### src/core/dag_params.svh
// Constants of the data operand address generator
`ifndef DAG_PARAMS_SVH
`define DAG_PARAMS_SVH

// ----------------------------------------------------------------
// Widths
// ----------------------------------------------------------------
`define DAG_AW 12
`define DAG_PCW 20
`define DAG_NPAIR 3

// ----------------------------------------------------------------
// Special register map of the pointer pairs
// ----------------------------------------------------------------
`define DAG_IND_BASE 12'hFEF
`define DAG_IND_ONE 12'hFE7
`define DAG_PAIR_STEP 12'h008
`define DAG_OFS_POST_INCREMENT_PORT 12'h001
`define DAG_OFS_POST_DECREMENT_PORT 12'h002
`define DAG_OFS_PRE_INCREMENT_PORT 12'h003
`define DAG_OFS_OFFSET_BY_WORKING_PORT 12'h004
`define DAG_OFS_PTR_HI 12'h005
`define DAG_OFS_PTR_LO 12'h006

// ----------------------------------------------------------------
// Access bank and reset values
// ----------------------------------------------------------------
`define DAG_ACC_SPLIT 8'h60
`define DAG_IDX_MAX 8'h5F
`define DAG_TOP_BANK 4'hF
`define DAG_LOW_BANK 4'h0
`define DAG_RD_VIRT 8'h00
`define DAG_HI_UNUSED 4'h0
`define DAG_PTR_RST 12'h000
`define DAG_BYTE_RST 8'h00
`define DAG_PC_RST 20'h00000
`define DAG_ADDR_RST 12'h000

`endif

### src/core/dag_pkg.sv
// Types of the data operand address generator
`include "dag_params.svh"

package dag_pkg;

  // ----------------------------------------------------------------
  // Instruction classes and port kinds
  // ----------------------------------------------------------------
  typedef enum logic [2:0] {
    DAG_INHERENT, DAG_LITERAL, DAG_BRANCH, DAG_DIRECT, DAG_FULL
  } dag_class_t;

  typedef enum logic [2:0] {
    DAG_K_NONE, DAG_K_INDF, DAG_K_POST_INCREMENT_PORT, DAG_K_POST_DECREMENT_PORT,
    DAG_K_PRE_INCREMENT_PORT, DAG_K_OFFSET_BY_WORKING_PORT, DAG_K_PTR_HI, DAG_K_PTR_LO
  } dag_kind_t;

  typedef enum logic [1:0] {
    DAG_SRC_MEM, DAG_SRC_HELD, DAG_SRC_ZERO
  } dag_src_t;

  typedef struct packed {
    logic [1:0] pair;
    dag_kind_t kind;
  } dag_hit_t;

  // ----------------------------------------------------------------
  // Module state
  // ----------------------------------------------------------------
  typedef struct packed {
    logic [`DAG_AW-1:0] ptr;
  } dag_ptr_state_t;

  typedef struct packed {
    logic s1_vld;
    logic s1_rd;
    logic s1_wr;
    logic [`DAG_AW-1:0] s1_addr;
    logic [7:0] s1_wdata;
    dag_src_t s1_src;
    logic [7:0] s1_held;
    logic done;
    logic [7:0] rdata;
    logic [7:0] lit;
    logic [`DAG_PCW-1:0] target;
    logic dest_w;
  } dag_state_t;

endpackage : dag_pkg

### src/core/dag_ptr_pair.sv
// One 12-bit pointer pair with auto update
`timescale 1ns/1ps
`include "dag_params.svh"

module dag_ptr_pair
  import dag_pkg::*;
(
  input wire logic clk_sys_i,
  input wire logic rst_i,
  input wire logic wr_lo_i,
  input wire logic wr_hi_i,
  input wire logic [7:0] wdata_i,
  input wire logic inc_i,
  input wire logic dec_i,
  output logic [`DAG_AW-1:0] ptr_o
);

  dag_ptr_state_t st_r;
  dag_ptr_state_t st_nxt;

  // ----------------------------------------------------------------
  // Next pointer value
  // ----------------------------------------------------------------
  always_comb begin
    st_nxt = st_r;
    if (wr_lo_i || wr_hi_i) begin
      // Store wins over any automatic update
      if (wr_lo_i) begin
        st_nxt.ptr[7:0] = wdata_i;
      end
      if (wr_hi_i) begin
        st_nxt.ptr[11:8] = wdata_i[3:0];
      end
    end else if (inc_i) begin
      st_nxt.ptr = st_r.ptr + 12'h001;
    end else if (dec_i) begin
      st_nxt.ptr = st_r.ptr - 12'h001;
    end
  end

  always_ff @(posedge clk_sys_i) begin
    if (rst_i) begin
      st_r <= '{ptr: `DAG_PTR_RST};
    end else begin
      st_r <= st_nxt;
    end
  end

  assign ptr_o = st_r.ptr;

endmodule : dag_ptr_pair

### src/core/dag_top.sv
// Data operand address generator of the core
// Contract
// - Inherent: no operand; literal: constant from opcode
// - Call and jump carry 20-bit target
// - Low opcode byte is direct address field
// - Access bit one: bank register joins field
// - Access bit zero: fixed access bank used
// - Full move uses 12-bit addresses, no bank
// - Destination bit picks source register or working
// - Three 12-bit pointer pairs, top nibble unused
// - Plain port uses pointer, leaves it unchanged
// - Indirect uses full pointer, no bank bits
// - Post-decrement: access, then pointer minus one
// - Post-increment: access, then pointer plus one
// - Pre-increment: pointer plus one, then access
// - Offset port: pointer plus signed working value
// - Pointer carry and borrow cross both bytes
// - Pointer updates touch no status flags
// - Pointer on virtual port: read zero, no write
// - Indirect write to its own pointer skips auto update
// - Pointer bytes readable, writable as direct registers
// - Extended set keeps pointers zero, one unchanged
// - Extended, access zero, field low: pointer two
// - Fields 60h to FFh map to top bank
`timescale 1ns/1ps
`include "dag_params.svh"

module dag_top
  import dag_pkg::*;
(
  input wire logic clk_sys_i,
  input wire logic rst_i,
  input wire logic ext_set_i,
  input wire logic req_i,
  input wire dag_class_t class_i,
  input wire logic [7:0] field_i,
  input wire logic acc_sel_i,
  input wire logic dest_sel_i,
  input wire logic [3:0] bank_i,
  input wire logic [7:0] work_i,
  input wire logic [7:0] literal_i,
  input wire logic [`DAG_PCW-1:0] target_i,
  input wire logic [`DAG_AW-1:0] full_addr_i,
  input wire logic rd_i,
  input wire logic wr_i,
  input wire logic upd_i,
  input wire logic [7:0] wdata_i,
  input wire logic [7:0] mem_rdata_i,
  output logic [`DAG_AW-1:0] mem_addr_o,
  output logic mem_rd_o,
  output logic mem_wr_o,
  output logic [7:0] mem_wdata_o,
  output logic done_o,
  output logic [7:0] rdata_o,
  output logic [7:0] lit_o,
  output logic [`DAG_PCW-1:0] target_o,
  output logic dest_w_o,
  output logic [`DAG_AW-1:0] ptr_zero_o,
  output logic [`DAG_AW-1:0] ptr_one_o,
  output logic [`DAG_AW-1:0] ptr_two_o
);

  // ----------------------------------------------------------------
  // Address classification
  // ----------------------------------------------------------------
  function automatic dag_hit_t dag_decode(input logic [11:0] a);
    dag_hit_t h;
    logic [11:0] b;
    h.pair = 2'h0;
    h.kind = DAG_K_NONE;
    for (int n = 0; n < `DAG_NPAIR; n++) begin
      b = `DAG_IND_BASE - (12'(n) * `DAG_PAIR_STEP);
      if (a == b) begin
        h = '{pair: 2'(n), kind: DAG_K_INDF};
      end else if (a == b - `DAG_OFS_POST_INCREMENT_PORT) begin
        h = '{pair: 2'(n), kind: DAG_K_POST_INCREMENT_PORT};
      end else if (a == b - `DAG_OFS_POST_DECREMENT_PORT) begin
        h = '{pair: 2'(n), kind: DAG_K_POST_DECREMENT_PORT};
      end else if (a == b - `DAG_OFS_PRE_INCREMENT_PORT) begin
        h = '{pair: 2'(n), kind: DAG_K_PRE_INCREMENT_PORT};
      end else if (a == b - `DAG_OFS_OFFSET_BY_WORKING_PORT) begin
        h = '{pair: 2'(n), kind: DAG_K_OFFSET_BY_WORKING_PORT};
      end else if (a == b - `DAG_OFS_PTR_HI) begin
        h = '{pair: 2'(n), kind: DAG_K_PTR_HI};
      end else if (a == b - `DAG_OFS_PTR_LO) begin
        h = '{pair: 2'(n), kind: DAG_K_PTR_LO};
      end
    end
    return h;
  endfunction : dag_decode

  function automatic logic dag_is_virt(input dag_kind_t k);
    return (k == DAG_K_INDF) || (k == DAG_K_POST_INCREMENT_PORT) ||
           (k == DAG_K_POST_DECREMENT_PORT) || (k == DAG_K_PRE_INCREMENT_PORT) ||
           (k == DAG_K_OFFSET_BY_WORKING_PORT);
  endfunction : dag_is_virt

  // ----------------------------------------------------------------
  // Declarations
  // ----------------------------------------------------------------
  dag_state_t st_r;
  dag_state_t st_nxt;

  logic [`DAG_AW-1:0] ptr_q [`DAG_NPAIR];
  logic [`DAG_NPAIR-1:0] ptr_wlo;
  logic [`DAG_NPAIR-1:0] ptr_whi;
  logic [`DAG_NPAIR-1:0] ptr_inc;
  logic [`DAG_NPAIR-1:0] ptr_dec;

  logic is_data;
  logic [`DAG_AW-1:0] dir_addr;
  logic [`DAG_AW-1:0] base_addr;
  logic [`DAG_AW-1:0] eff_addr;
  logic [`DAG_AW-1:0] sel_ptr;
  logic indirect;
  logic virt_tgt;
  logic ptr_tgt;
  logic same_pair;
  dag_hit_t hit_base;
  dag_hit_t hit_eff;
  dag_hit_t hit_fin;

  // ----------------------------------------------------------------
  // Pointer pairs
  // ----------------------------------------------------------------
  for (genvar g = 0; g < `DAG_NPAIR; g++) begin : g_pair
    dag_ptr_pair u_pair (
      .clk_sys_i(clk_sys_i),
      .rst_i(rst_i),
      .wr_lo_i(ptr_wlo[g]),
      .wr_hi_i(ptr_whi[g]),
      .wdata_i(wdata_i),
      .inc_i(ptr_inc[g]),
      .dec_i(ptr_dec[g]),
      .ptr_o(ptr_q[g])
    );
  end

  // ----------------------------------------------------------------
  // Direct address forming
  // ----------------------------------------------------------------
  always_comb begin
    if (acc_sel_i) begin
      dir_addr = {bank_i, field_i};
    end else if (ext_set_i && (field_i <= `DAG_IDX_MAX)) begin
      dir_addr = ptr_q[2] + {4'h0, field_i};
    end else if (field_i >= `DAG_ACC_SPLIT) begin
      dir_addr = {`DAG_TOP_BANK, field_i};
    end else begin
      dir_addr = {`DAG_LOW_BANK, field_i};
    end
  end

  always_comb begin
    case (class_i)
      DAG_DIRECT: begin
        base_addr = dir_addr;
      end
      DAG_FULL: begin
        base_addr = full_addr_i;
      end
      default: begin
        base_addr = `DAG_ADDR_RST;
      end
    endcase
  end

  assign is_data = req_i && (rd_i || wr_i) &&
                   ((class_i == DAG_DIRECT) || (class_i == DAG_FULL));

  // ----------------------------------------------------------------
  // Indirect resolution
  // ----------------------------------------------------------------
  // Port hit on the direct or full address
  assign hit_base = dag_decode(base_addr);
  assign indirect = dag_is_virt(hit_base.kind);
  assign sel_ptr = ptr_q[hit_base.pair];

  // Bank and access bit play no part once a port is hit
  always_comb begin
    case (hit_base.kind)
      DAG_K_PRE_INCREMENT_PORT: begin
        eff_addr = sel_ptr + 12'h001;
      end
      DAG_K_OFFSET_BY_WORKING_PORT: begin
        eff_addr = sel_ptr + {{4{work_i[7]}}, work_i};
      end
      DAG_K_INDF, DAG_K_POST_INCREMENT_PORT, DAG_K_POST_DECREMENT_PORT: begin
        eff_addr = sel_ptr;
      end
      default: begin
        eff_addr = base_addr;
      end
    endcase
  end

  // ----------------------------------------------------------------
  // Final target of an indirect access
  // ----------------------------------------------------------------
  assign hit_eff = dag_decode(eff_addr);
  assign hit_fin = indirect ? hit_eff : hit_base;
  assign virt_tgt = indirect && dag_is_virt(hit_eff.kind);
  assign ptr_tgt = (hit_fin.kind == DAG_K_PTR_HI) ||
                   (hit_fin.kind == DAG_K_PTR_LO);
  assign same_pair = indirect && (hit_fin.pair == hit_base.pair);

  // ----------------------------------------------------------------
  // Pointer control
  // ----------------------------------------------------------------
  // Updates go straight to the pairs, never to the status flags
  always_comb begin
    ptr_wlo = '0;
    ptr_whi = '0;
    ptr_inc = '0;
    ptr_dec = '0;
    // Store into a pointer byte, direct or through a port
    if (is_data && wr_i && ptr_tgt && !virt_tgt) begin
      if (hit_fin.kind == DAG_K_PTR_LO) begin
        ptr_wlo[hit_fin.pair] = 1'h1;
      end else begin
        ptr_whi[hit_fin.pair] = 1'h1;
      end
    end
    // A pointer aimed at a port neither stores nor steps
    if (is_data && indirect && upd_i && !virt_tgt &&
        !(wr_i && ptr_tgt && same_pair)) begin
      case (hit_base.kind)
        DAG_K_POST_INCREMENT_PORT, DAG_K_PRE_INCREMENT_PORT: begin
          ptr_inc[hit_base.pair] = 1'h1;
        end
        DAG_K_POST_DECREMENT_PORT: begin
          ptr_dec[hit_base.pair] = 1'h1;
        end
        DAG_K_INDF: begin
          ptr_inc[hit_base.pair] = 1'h0;
        end
        DAG_K_OFFSET_BY_WORKING_PORT: begin
          ptr_inc[hit_base.pair] = 1'h0;
        end
        default: begin
          ptr_dec[hit_base.pair] = 1'h0;
        end
      endcase
    end
  end

  // ----------------------------------------------------------------
  // Pipeline state
  // ----------------------------------------------------------------
  always_comb begin
    st_nxt = st_r;
    st_nxt.s1_vld = req_i;
    st_nxt.s1_rd = 1'h0;
    st_nxt.s1_wr = 1'h0;
    st_nxt.s1_src = DAG_SRC_ZERO;
    if (is_data) begin
      st_nxt.s1_addr = indirect ? eff_addr : base_addr;
      st_nxt.s1_wdata = wdata_i;
      // Final targets on a port or a pointer byte never strobe the data memory
      if (virt_tgt) begin
        st_nxt.s1_src = DAG_SRC_ZERO;
      end else if (ptr_tgt) begin
        st_nxt.s1_src = DAG_SRC_HELD;
        if (hit_fin.kind == DAG_K_PTR_LO) begin
          st_nxt.s1_held = ptr_q[hit_fin.pair][7:0];
        end else begin
          st_nxt.s1_held = {`DAG_HI_UNUSED,
                            ptr_q[hit_fin.pair][11:8]};
        end
      end else begin
        st_nxt.s1_src = DAG_SRC_MEM;
        st_nxt.s1_rd = rd_i;
        st_nxt.s1_wr = wr_i;
      end
    end
    if (req_i) begin
      case (class_i)
        DAG_LITERAL: begin
          st_nxt.lit = literal_i;
        end
        DAG_BRANCH: begin
          st_nxt.target = target_i;
        end
        DAG_DIRECT: begin
          st_nxt.dest_w = !dest_sel_i;
        end
        default: begin
          st_nxt.dest_w = st_r.dest_w;
        end
      endcase
    end
    // Second stage: result and completion one cycle later
    st_nxt.done = st_r.s1_vld;
    if (st_r.s1_vld) begin
      case (st_r.s1_src)
        DAG_SRC_MEM: begin
          st_nxt.rdata = st_r.s1_rd ? mem_rdata_i : `DAG_BYTE_RST;
        end
        DAG_SRC_HELD: begin
          st_nxt.rdata = st_r.s1_held;
        end
        default: begin
          st_nxt.rdata = `DAG_RD_VIRT;
        end
      endcase
    end
  end

  // ----------------------------------------------------------------
  // State register
  // ----------------------------------------------------------------
  always_ff @(posedge clk_sys_i) begin
    if (rst_i) begin
      st_r <= '{s1_vld: 1'h0, s1_rd: 1'h0, s1_wr: 1'h0,
                s1_addr: `DAG_ADDR_RST, s1_wdata: `DAG_BYTE_RST,
                s1_src: DAG_SRC_ZERO, s1_held: `DAG_BYTE_RST,
                done: 1'h0, rdata: `DAG_BYTE_RST,
                lit: `DAG_BYTE_RST, target: `DAG_PC_RST,
                dest_w: 1'h0};
    end else begin
      st_r <= st_nxt;
    end
  end

  // ----------------------------------------------------------------
  // Outputs
  // ----------------------------------------------------------------
  assign mem_addr_o = st_r.s1_addr;
  assign mem_rd_o = st_r.s1_vld && st_r.s1_rd;
  assign mem_wr_o = st_r.s1_vld && st_r.s1_wr;
  assign mem_wdata_o = st_r.s1_wdata;
  assign done_o = st_r.done;
  assign rdata_o = st_r.rdata;
  assign lit_o = st_r.lit;
  assign target_o = st_r.target;
  assign dest_w_o = st_r.dest_w;
  assign ptr_zero_o = ptr_q[0];
  assign ptr_one_o = ptr_q[1];
  assign ptr_two_o = ptr_q[2];

endmodule : dag_top

### config.mk
export PLATFORM = sky130hd
export DESIGN_NAME = dag_top
export DESIGN_NICKNAME = d
export VERILOG_FILES = /design/src/core/dag_pkg.sv /design/src/core/dag_ptr_pair.sv /design/src/core/dag_top.sv
export VERILOG_INCLUDE_DIRS = /design/src /design/src/core
export SDC_FILE = /design/constraint.sdc
export NUM_CORES = 1
export LEC_CHECK = 0
export ABC_AREA = 1
export BUFFER_PORTS_ARGS = -buffer_cell sky130_fd_sc_hd__buf_2
export CAP_MARGIN = 10
export CORE_UTILIZATION = 58
export CTS_BUF_LIST = sky130_fd_sc_hd__clkbuf_8
export DETAILED_ROUTE_END_ITERATION = 10
export PLACE_DENSITY = 0.82
export REMOVE_ABC_BUFFERS = 1
export SYNTH_ARGS = -nofsm -noshare
export SYNTH_HDL_FRONTEND = slang
export SYNTH_HIERARCHICAL = 1
export SYNTH_SLANG_ARGS = --single-unit
### constraint.sdc
create_clock -name clk_sys_i -period 20.5 [get_ports clk_sys_i]
set_input_delay 4.1 -clock clk_sys_i [delete_from_list [all_inputs] [get_ports clk_sys_i]]
set_output_delay 4.1 -clock clk_sys_i [all_outputs]
set_load 0.05 [all_outputs]
==> results of run 1 <==
## Yosys cell counts, drive strengths merged, types with 3 or more instances
cell type  count
or2            9
o21bai         3
a21o           3
xor2           8
nand3        183
buf           78
dfxtp        107
inv          222
a21oi         93
o21ai        115
o22ai         11
clkbuf        22
ha            49
nand3b         9
o221ai         8
clkinv         6
o211ai        16
nand4         32
fa             5
a31oi         11
nand2        403
nor2         277
## layout make-up
| cell class | instances | area [um2] |
|---|---|---|
| Sequential cell | 107 | 2140 |
| Clock inverter | 7 | 88.8 |
| Tap cell | 225 | 282 |
| Clock buffer | 9 | 124 |
| Fill cell | 1676 | 6260 |
| Timing Repair Buffer | 188 | 953 |
| Inverter | 228 | 856 |
| Multi-Input combinational cell | 1248 | 6590 |
## cells in the final DEF, fill, tap and decap left out, types with 4 or more instances in the layout
cell / n
nor2_4: 10
o211ai_1: 11
nand2_2: 30
a21oi_2: 4
dfxtp_1: 107
o21ai_1: 39
nand3_1: 165
clkinv_1: 7
a21oi_1: 88
nand2_4: 5
nand4_1: 29
xor2_1: 8
a31oi_1: 11
fa_1: 5
inv_2: 41
inv_1: 180
nand3_2: 15
clkbuf_8: 9
o22ai_1: 11
nor2_1: 255
o21ai_0: 75
o221ai_2: 4
nand2_1: 368
nand3b_1: 5
ha_1: 49
nand3b_2: 4
o221ai_1: 4
o211ai_2: 4
buf_2: 183
nor2_2: 9
buf_4: 5
## registers in the layout (all words and copies together), names as in the netlist
register	flops
mem_wdata_o	8
st_nxt	1
target_o	20
g_pair.u_pair/ptr_o	36
st_r	12
rdata_o	8
mem_addr_o	12
done_o	1
lit_o	8
dest_w_o	1
## critical path, delay by kind of cell
| family | cells | cell delay (ns) |
|---|---|---|
| AND/OR/NAND/NOR | 37 | 5.36 |
| adder cells (fa/ha/maj) | 4 | 1.48 |
| AO/OA/AOI/OAI | 11 | 1.46 |
| buffers and inverters | 5 | 0.63 |
| XOR/XNOR | 1 | 0.13 |
## final timing paths
kind                                          start                                endpoint  slack [ns]  cells after the start
max                                      field_i[7]  g_pair[1].u_pair/ptr_o[6]$_SDFFE_PP0P_        7.63                     58
min                        target_o[2]$_SDFFE_PP0P_                target_o[2]$_SDFFE_PP0P_        0.49                      2
max reg2reg  g_pair[2].u_pair/ptr_o[0]$_SDFFE_PP0P_  g_pair[1].u_pair/ptr_o[6]$_SDFFE_PP0P_       10.54                     60
min reg2reg                target_o[2]$_SDFFE_PP0P_                target_o[2]$_SDFFE_PP0P_        0.49                      2
## kinds of logic after synthesis
group                    synth area share [%]
AND/OR/NAND/NOR                          41.3
buffers and inverters                    15.1
AO/OA/AOI/OAI                            15.0
flip-flops                               20.8
adder cells (fa/ha/maj)                  6.93
XOR/XNOR                                0.851
## power breakdown
part / switching [mW] / internal, mW
Combinational: 0.0475 / 0.0182
Sequential: 0.00282 / 0.213
Clock: 0.0909 / 0.0502
## per-layer routing
metal | GRT usage (%) | vias up
met1 | 43.2 | 5020
met4 | 17.2 | 0
met5 | 0 | -
li1 | - | 5621
met3 | 5.39 | 129
met2 | 56.1 | 571
## stage by stage
| stage | util [%] | worst slack [ns] |
|---|---|---|
| floorplan | - | 8.79 |
| global placement | 62.6 | 7.60 |
| detailed placement | 62.6 | 7.38 |
| CTS | 63.8 | 7.81 |
| global route | 63.8 | 6.65 |
| finish | 63.8 | 7.63 |
==> flow_metrics.env, run 1 <==
export IMPL_nNetsFinal=1924
export IMPL_wl_met3_mm=3.03
export IMPL_antenna_found_initial=0
export IMPL_clock_latency_ns=0.42
export IMPL_highest_layer="met4"
export IMPL_place_gp_congestion=1.02
export IMPL_cts_hold_buf=0
export IMPL_ant_nets=0
export IMPL_cts_setup_buffers=0
export IMPL_path_max_fanout=24
export IMPL_clk_path_buf_depth=2
export IMPL_netlist_area_um2=10300
export IMPL_core_area_um2=17300
export IMPL_criticalPathCategory="primary input to register"
export IMPL_vias=11300
export IMPL_total_power_mw=0.422
export IMPL_ys_warn_count=6
export IMPL_floorplan_initialDensity_pct=59.5
export IMPL_grt_pass1_vias=10200
export IMPL_p_leak_nw=6.16
export IMPL_crit_slowest_cell="nor2_2"
export IMPL_num_antenna_cells=0
export IMPL_avgSynthCellArea_um2=6.11
export IMPL_io_buffers=183
export IMPL_cts_sinks=107
export IMPL_status="completed"
export IMPL_drive_above_1_share_pct=19.5
export IMPL_pwr_density_cell_nw_per_um2=38.3
export IMPL_crit_path_start_kind="primary input"
export IMPL_cp_arrival_ns=13.18
export IMPL_placementRows=48
export IMPL_overflow=0
export IMPL_path_clk_slew_ns=0.12
export IMPL_fin_tns_setup_ns=0
export IMPL_async_flop_share_pct=0
export IMPL_grt_max_degree=64
export IMPL_wl_mm=31.4
export IMPL_yosys_register_bits=107
export IMPL_hold_viol=0
export IMPL_via_per_inst=5.64
export IMPL_htreeDepth=3
export IMPL_io_pins=184
export IMPL_die_w_um=135
export IMPL_synth_edff_count=0
export IMPL_slew_headroom_pct=38.2
export IMPL_rsz0062_at_grt="no"
export IMPL_period_minus_slack_ns=12.87
export IMPL_dpl_cell_count=1996
export IMPL_cap_violations=0
export IMPL_required_ns=20.81
export IMPL_synthTopCellsByArea="dfxtp_1, nand2_1, nor2_1"
export IMPL_end_kind="register"
export IMPL_cts_tree="yes"
export IMPL_syn_to_final_growth_pct=7.27
export IMPL_finalSetupViolations=0
export IMPL_cts_root_buffer="clkbuf_8"
export IMPL_synth_top_area_cell="dfxtp_1"
export IMPL_ys_seq_area_share_pct=20.8
export IMPL_ir_worst_vdd_mv=0.0323
export IMPL_holdCritPathClass="register to register"
export IMPL_max_freq_mhz=77.7
export IMPL_postPlaceCellArea_um2=10800
export IMPL_fin_crit_sh_pct=62.8
export IMPL_hpwl_mm=25.0
export IMPL_cp_common_cell="nand2_1"
export IMPL_dieArea_um2=18300
export IMPL_critPathMaxStageDelay_ns=0.65
export IMPL_wl_met2_mm=14.0
export IMPL_first_pass_iters=6
export IMPL_wl_per_cell_um=15.6
export IMPL_syn_inst=1683
export IMPL_met1_length_mm=12.9
export IMPL_grt_first_pass_wirelength_mm=49.5
export IMPL_cts_resized_gates=0
export IMPL_hold_ws_ns=0.493
export IMPL_worst_pin_slew_ns=0.926
export IMPL_slew_viol_final=0
export IMPL_synth_ff_type="dfxtp_1"
export IMPL_clock_skew_ns=0.0150
export IMPL_track_usage_pct=34.1
export IMPL_drc_errors=0
export IMPL_synth_top_cell_area_share_pct=20.8
export IMPL_synthDistinctLibCells=54
export IMPL_fin_cells=2012
export IMPL_die_y_um=135
export IMPL_drt_iter0_markers=996
export IMPL_final_cell_area_um2=11000
export IMPL_cts_buffers=9
No activity file was read; power rests on OpenSTA's default activity.
==> inputs of run 2 (changes only) <==
CORE_UTILIZATION = 53   (was 58)
PLACE_DENSITY = 0.79   (was 0.82)
clock period = 11.82 ns   (was 20.5 ns; I/O delays follow)
==> flow_metrics.env, run 2 (synthesis gave the netlist of run 1 again) <==
export IMPL_status="completed"
export IMPL_drc_errors=0
export IMPL_final_cell_area_um2=11100
export IMPL_dieArea_um2=20000
export IMPL_ir_worst_vdd_mv=0.0547
export IMPL_syn_to_final_growth_pct=8.00
export IMPL_ant_nets=0
export IMPL_crit_slowest_cell="fa_1"
export IMPL_critical_path_startpoint="field_i[0]"
export IMPL_core_area_um2=18900
export IMPL_p_int_mw=0.493
export IMPL_die_y_um=141
export IMPL_grt_use_met2_pct=54.6
export IMPL_cap_violations=0
export IMPL_swShare_pct=34.6
export IMPL_overflow=0
export IMPL_hold_viol=0
export IMPL_clk_path_buf_depth=2
export IMPL_worst_pin_slew_ns=1.07
export IMPL_grt_use_met3_pct=5.80
export IMPL_clkPwrFrac_pct=35.2
export IMPL_floorplan_initialDensity_pct=54.5
export IMPL_grt_first_pass_wirelength_mm=50.5
export IMPL_path_buf_inv=8
export IMPL_p_leak_nw=6.18
export IMPL_grt_pass1_vias=10100
export IMPL_crit_end="g_pair[1].u_pair/ptr_o[4]$_SDFFE_PP0P_"
export IMPL_wl_mm=32.7
export IMPL_combinationalPowerShare_pct=15.2
export IMPL_path_max_fanout=24
export IMPL_layout_commonest_cell="nand2_1"
export IMPL_criticalPathCategory="primary input to register"
export IMPL_cp_common_cell="nand2_1"
export IMPL_clock_latency_ns=0.42
export IMPL_placementRows=50
export IMPL_max_freq_mhz=92.0
export IMPL_critPathMaxStageDelay_ns=0.55
export IMPL_cp_top_family="simple AND/OR/NAND/NOR gates"
export IMPL_grt_busiest_layer="met2"
export IMPL_largest_register_ffs=36
export IMPL_period_minus_slack_ns=10.87
export IMPL_via_per_inst=5.46
export IMPL_cts_tree="yes"
export IMPL_final_cell_mix="nand2_1, nor2_1, buf_2"
export IMPL_required_ns=12.18
export IMPL_total_power_mw=0.754
export IMPL_p_sw_mw=0.261
export IMPL_htreeDepth=3
export IMPL_grt_max_degree=60
export IMPL_rr_worst_depth=60
export IMPL_crit_path_start_kind="primary input"
export IMPL_cp_arrival_ns=11.23
export IMPL_holdCritPathClass="register to register"
export IMPL_slew_headroom_pct=28.5
export IMPL_pwr_density_cell_nw_per_um2=67.9
export IMPL_path_clk_slew_ns=0.13
export IMPL_fin_tns_setup_ns=0
export IMPL_nNetsFinal=1925
export IMPL_rsz0062_at_grt="no"
export IMPL_io_buffers=183
export IMPL_antenna_found_initial=0
export IMPL_fin_crit_sh_pct=92.0
export IMPL_reg2reg_from="g_pair[2].u_pair/ptr_o[0]$_SDFFE_PP0P_"
export IMPL_vias=11200
export IMPL_cts_sinks=107
export IMPL_gr_usage_met1_pct=40.1
export IMPL_clock_skew_ns=0.0206
export IMPL_r2r_slack_ns=2.12
export IMPL_hpwl_mm=25.9
export IMPL_worstSetupPathDepth=61
export IMPL_end_kind="register"
export IMPL_track_usage_pct=32.4
export IMPL_io_pins=184
export IMPL_drive_above_1_share_pct=19.6
export IMPL_die_w_um=141
export IMPL_slew_viol_final=0
export IMPL_drt_iter0_markers=939
export IMPL_finalSetupViolations=0
export IMPL_num_antenna_cells=0
export IMPL_p_seq_share_pct=49.6
export IMPL_r2r_end="g_pair[1].u_pair/ptr_o[4]$_SDFFE_PP0P_"
export IMPL_wl_per_cell_um=16.0
export IMPL_place_gp_congestion=0.972
export IMPL_cts_buffers=9
export IMPL_postPlaceCellArea_um2=10900
export IMPL_cts_root_buffer="clkbuf_8"
export IMPL_first_pass_iters=5
## run 2: layer usage
metal / wire [um] / part of all wire [%] / vias to the layer above
li1: - / - / 5625
met1: 13800 / 42 / 4993
met2: 14800 / 45 / 491
met3: 2970 / 9.1 / 83
met4: 1180 / 3.6 / 0
met5: 0 / 0 / -
## run 2: power groups by stage
stage | combinational, mW | clock (mW) | sequential (mW)
2_1_floorplan | 0.0412 | 0 | 0.411
3_3_place_gp | 0.112 | 0 | 0.382
3_5_place_dp | 0.113 | 0 | 0.382
4_1_cts | 0.113 | 0.271 | 0.374
5_1_grt | 0.123 | 0.282 | 0.375
6_report | 0.115 | 0.266 | 0.374
## run 2: how the worst min path moves through the flow
| stage | start | to | slack, ns | cells after the start |
|---|---|---|---|---|
| floorplan | st_r[38]$_SDFFE_PP0P_ | rdata_o[0]$_SDFFE_PP0P_ | 0.48 | 2 |
| global placement | mem_wdata_o[1]$_SDFFE_PP0P_ | mem_wdata_o[1]$_SDFFE_PP0P_ | 0.46 | 2 |
| detailed placement | mem_wdata_o[6]$_SDFFE_PP0P_ | mem_wdata_o[6]$_SDFFE_PP0P_ | 0.47 | 2 |
| CTS | target_o[2]$_SDFFE_PP0P_ | target_o[2]$_SDFFE_PP0P_ | 0.49 | 2 |
| global route | target_o[11]$_SDFFE_PP0P_ | target_o[11]$_SDFFE_PP0P_ | 0.52 | 2 |
| finish | target_o[2]$_SDFFE_PP0P_ | target_o[2]$_SDFFE_PP0P_ | 0.49 | 2 |
## run 2: cell type report
cell class / instances / area (um2)
flip-flops and latches: 107 / 2140
well taps: 260 / 325
multi-input cells: 1248 / 6600
inverters: 228 / 856
clock buffers: 9 / 124
fillers: 1907 / 7780
clock inverters: 7 / 103
repair buffers: 189 / 961
## run 2: per-stage QoR
stage	hold slack (ns)	setup slack [ns]	utilization (%)	instances
after floorplan	0.482	1.85	-	1583
after global placement	0.457	0.674	57.6	2032
after detailed placement	0.468	0.317	57.6	2032
after CTS	0.494	0.726	58.8	2048
after global routing	0.515	0.203	58.8	2048
final	0.494	0.948	58.8	2048
## run 2: worst min-delay path: cells and delay by family, from the launching register on
family           cells  cell delay (ns)
flip-flops           1             0.34
AND/OR/NAND/NOR      2             0.12
## run 2: repair_timing
| item | CTS | global route |
|---|---|---|
| endpoints found under the setup margin | 0 | 26 |
| endpoints found under the hold margin | 0 | 0 |
| setup buffers | 0 | 0 |
| gates resized for setup | 0 | 2 |
| hold buffers | 0 | 0 |
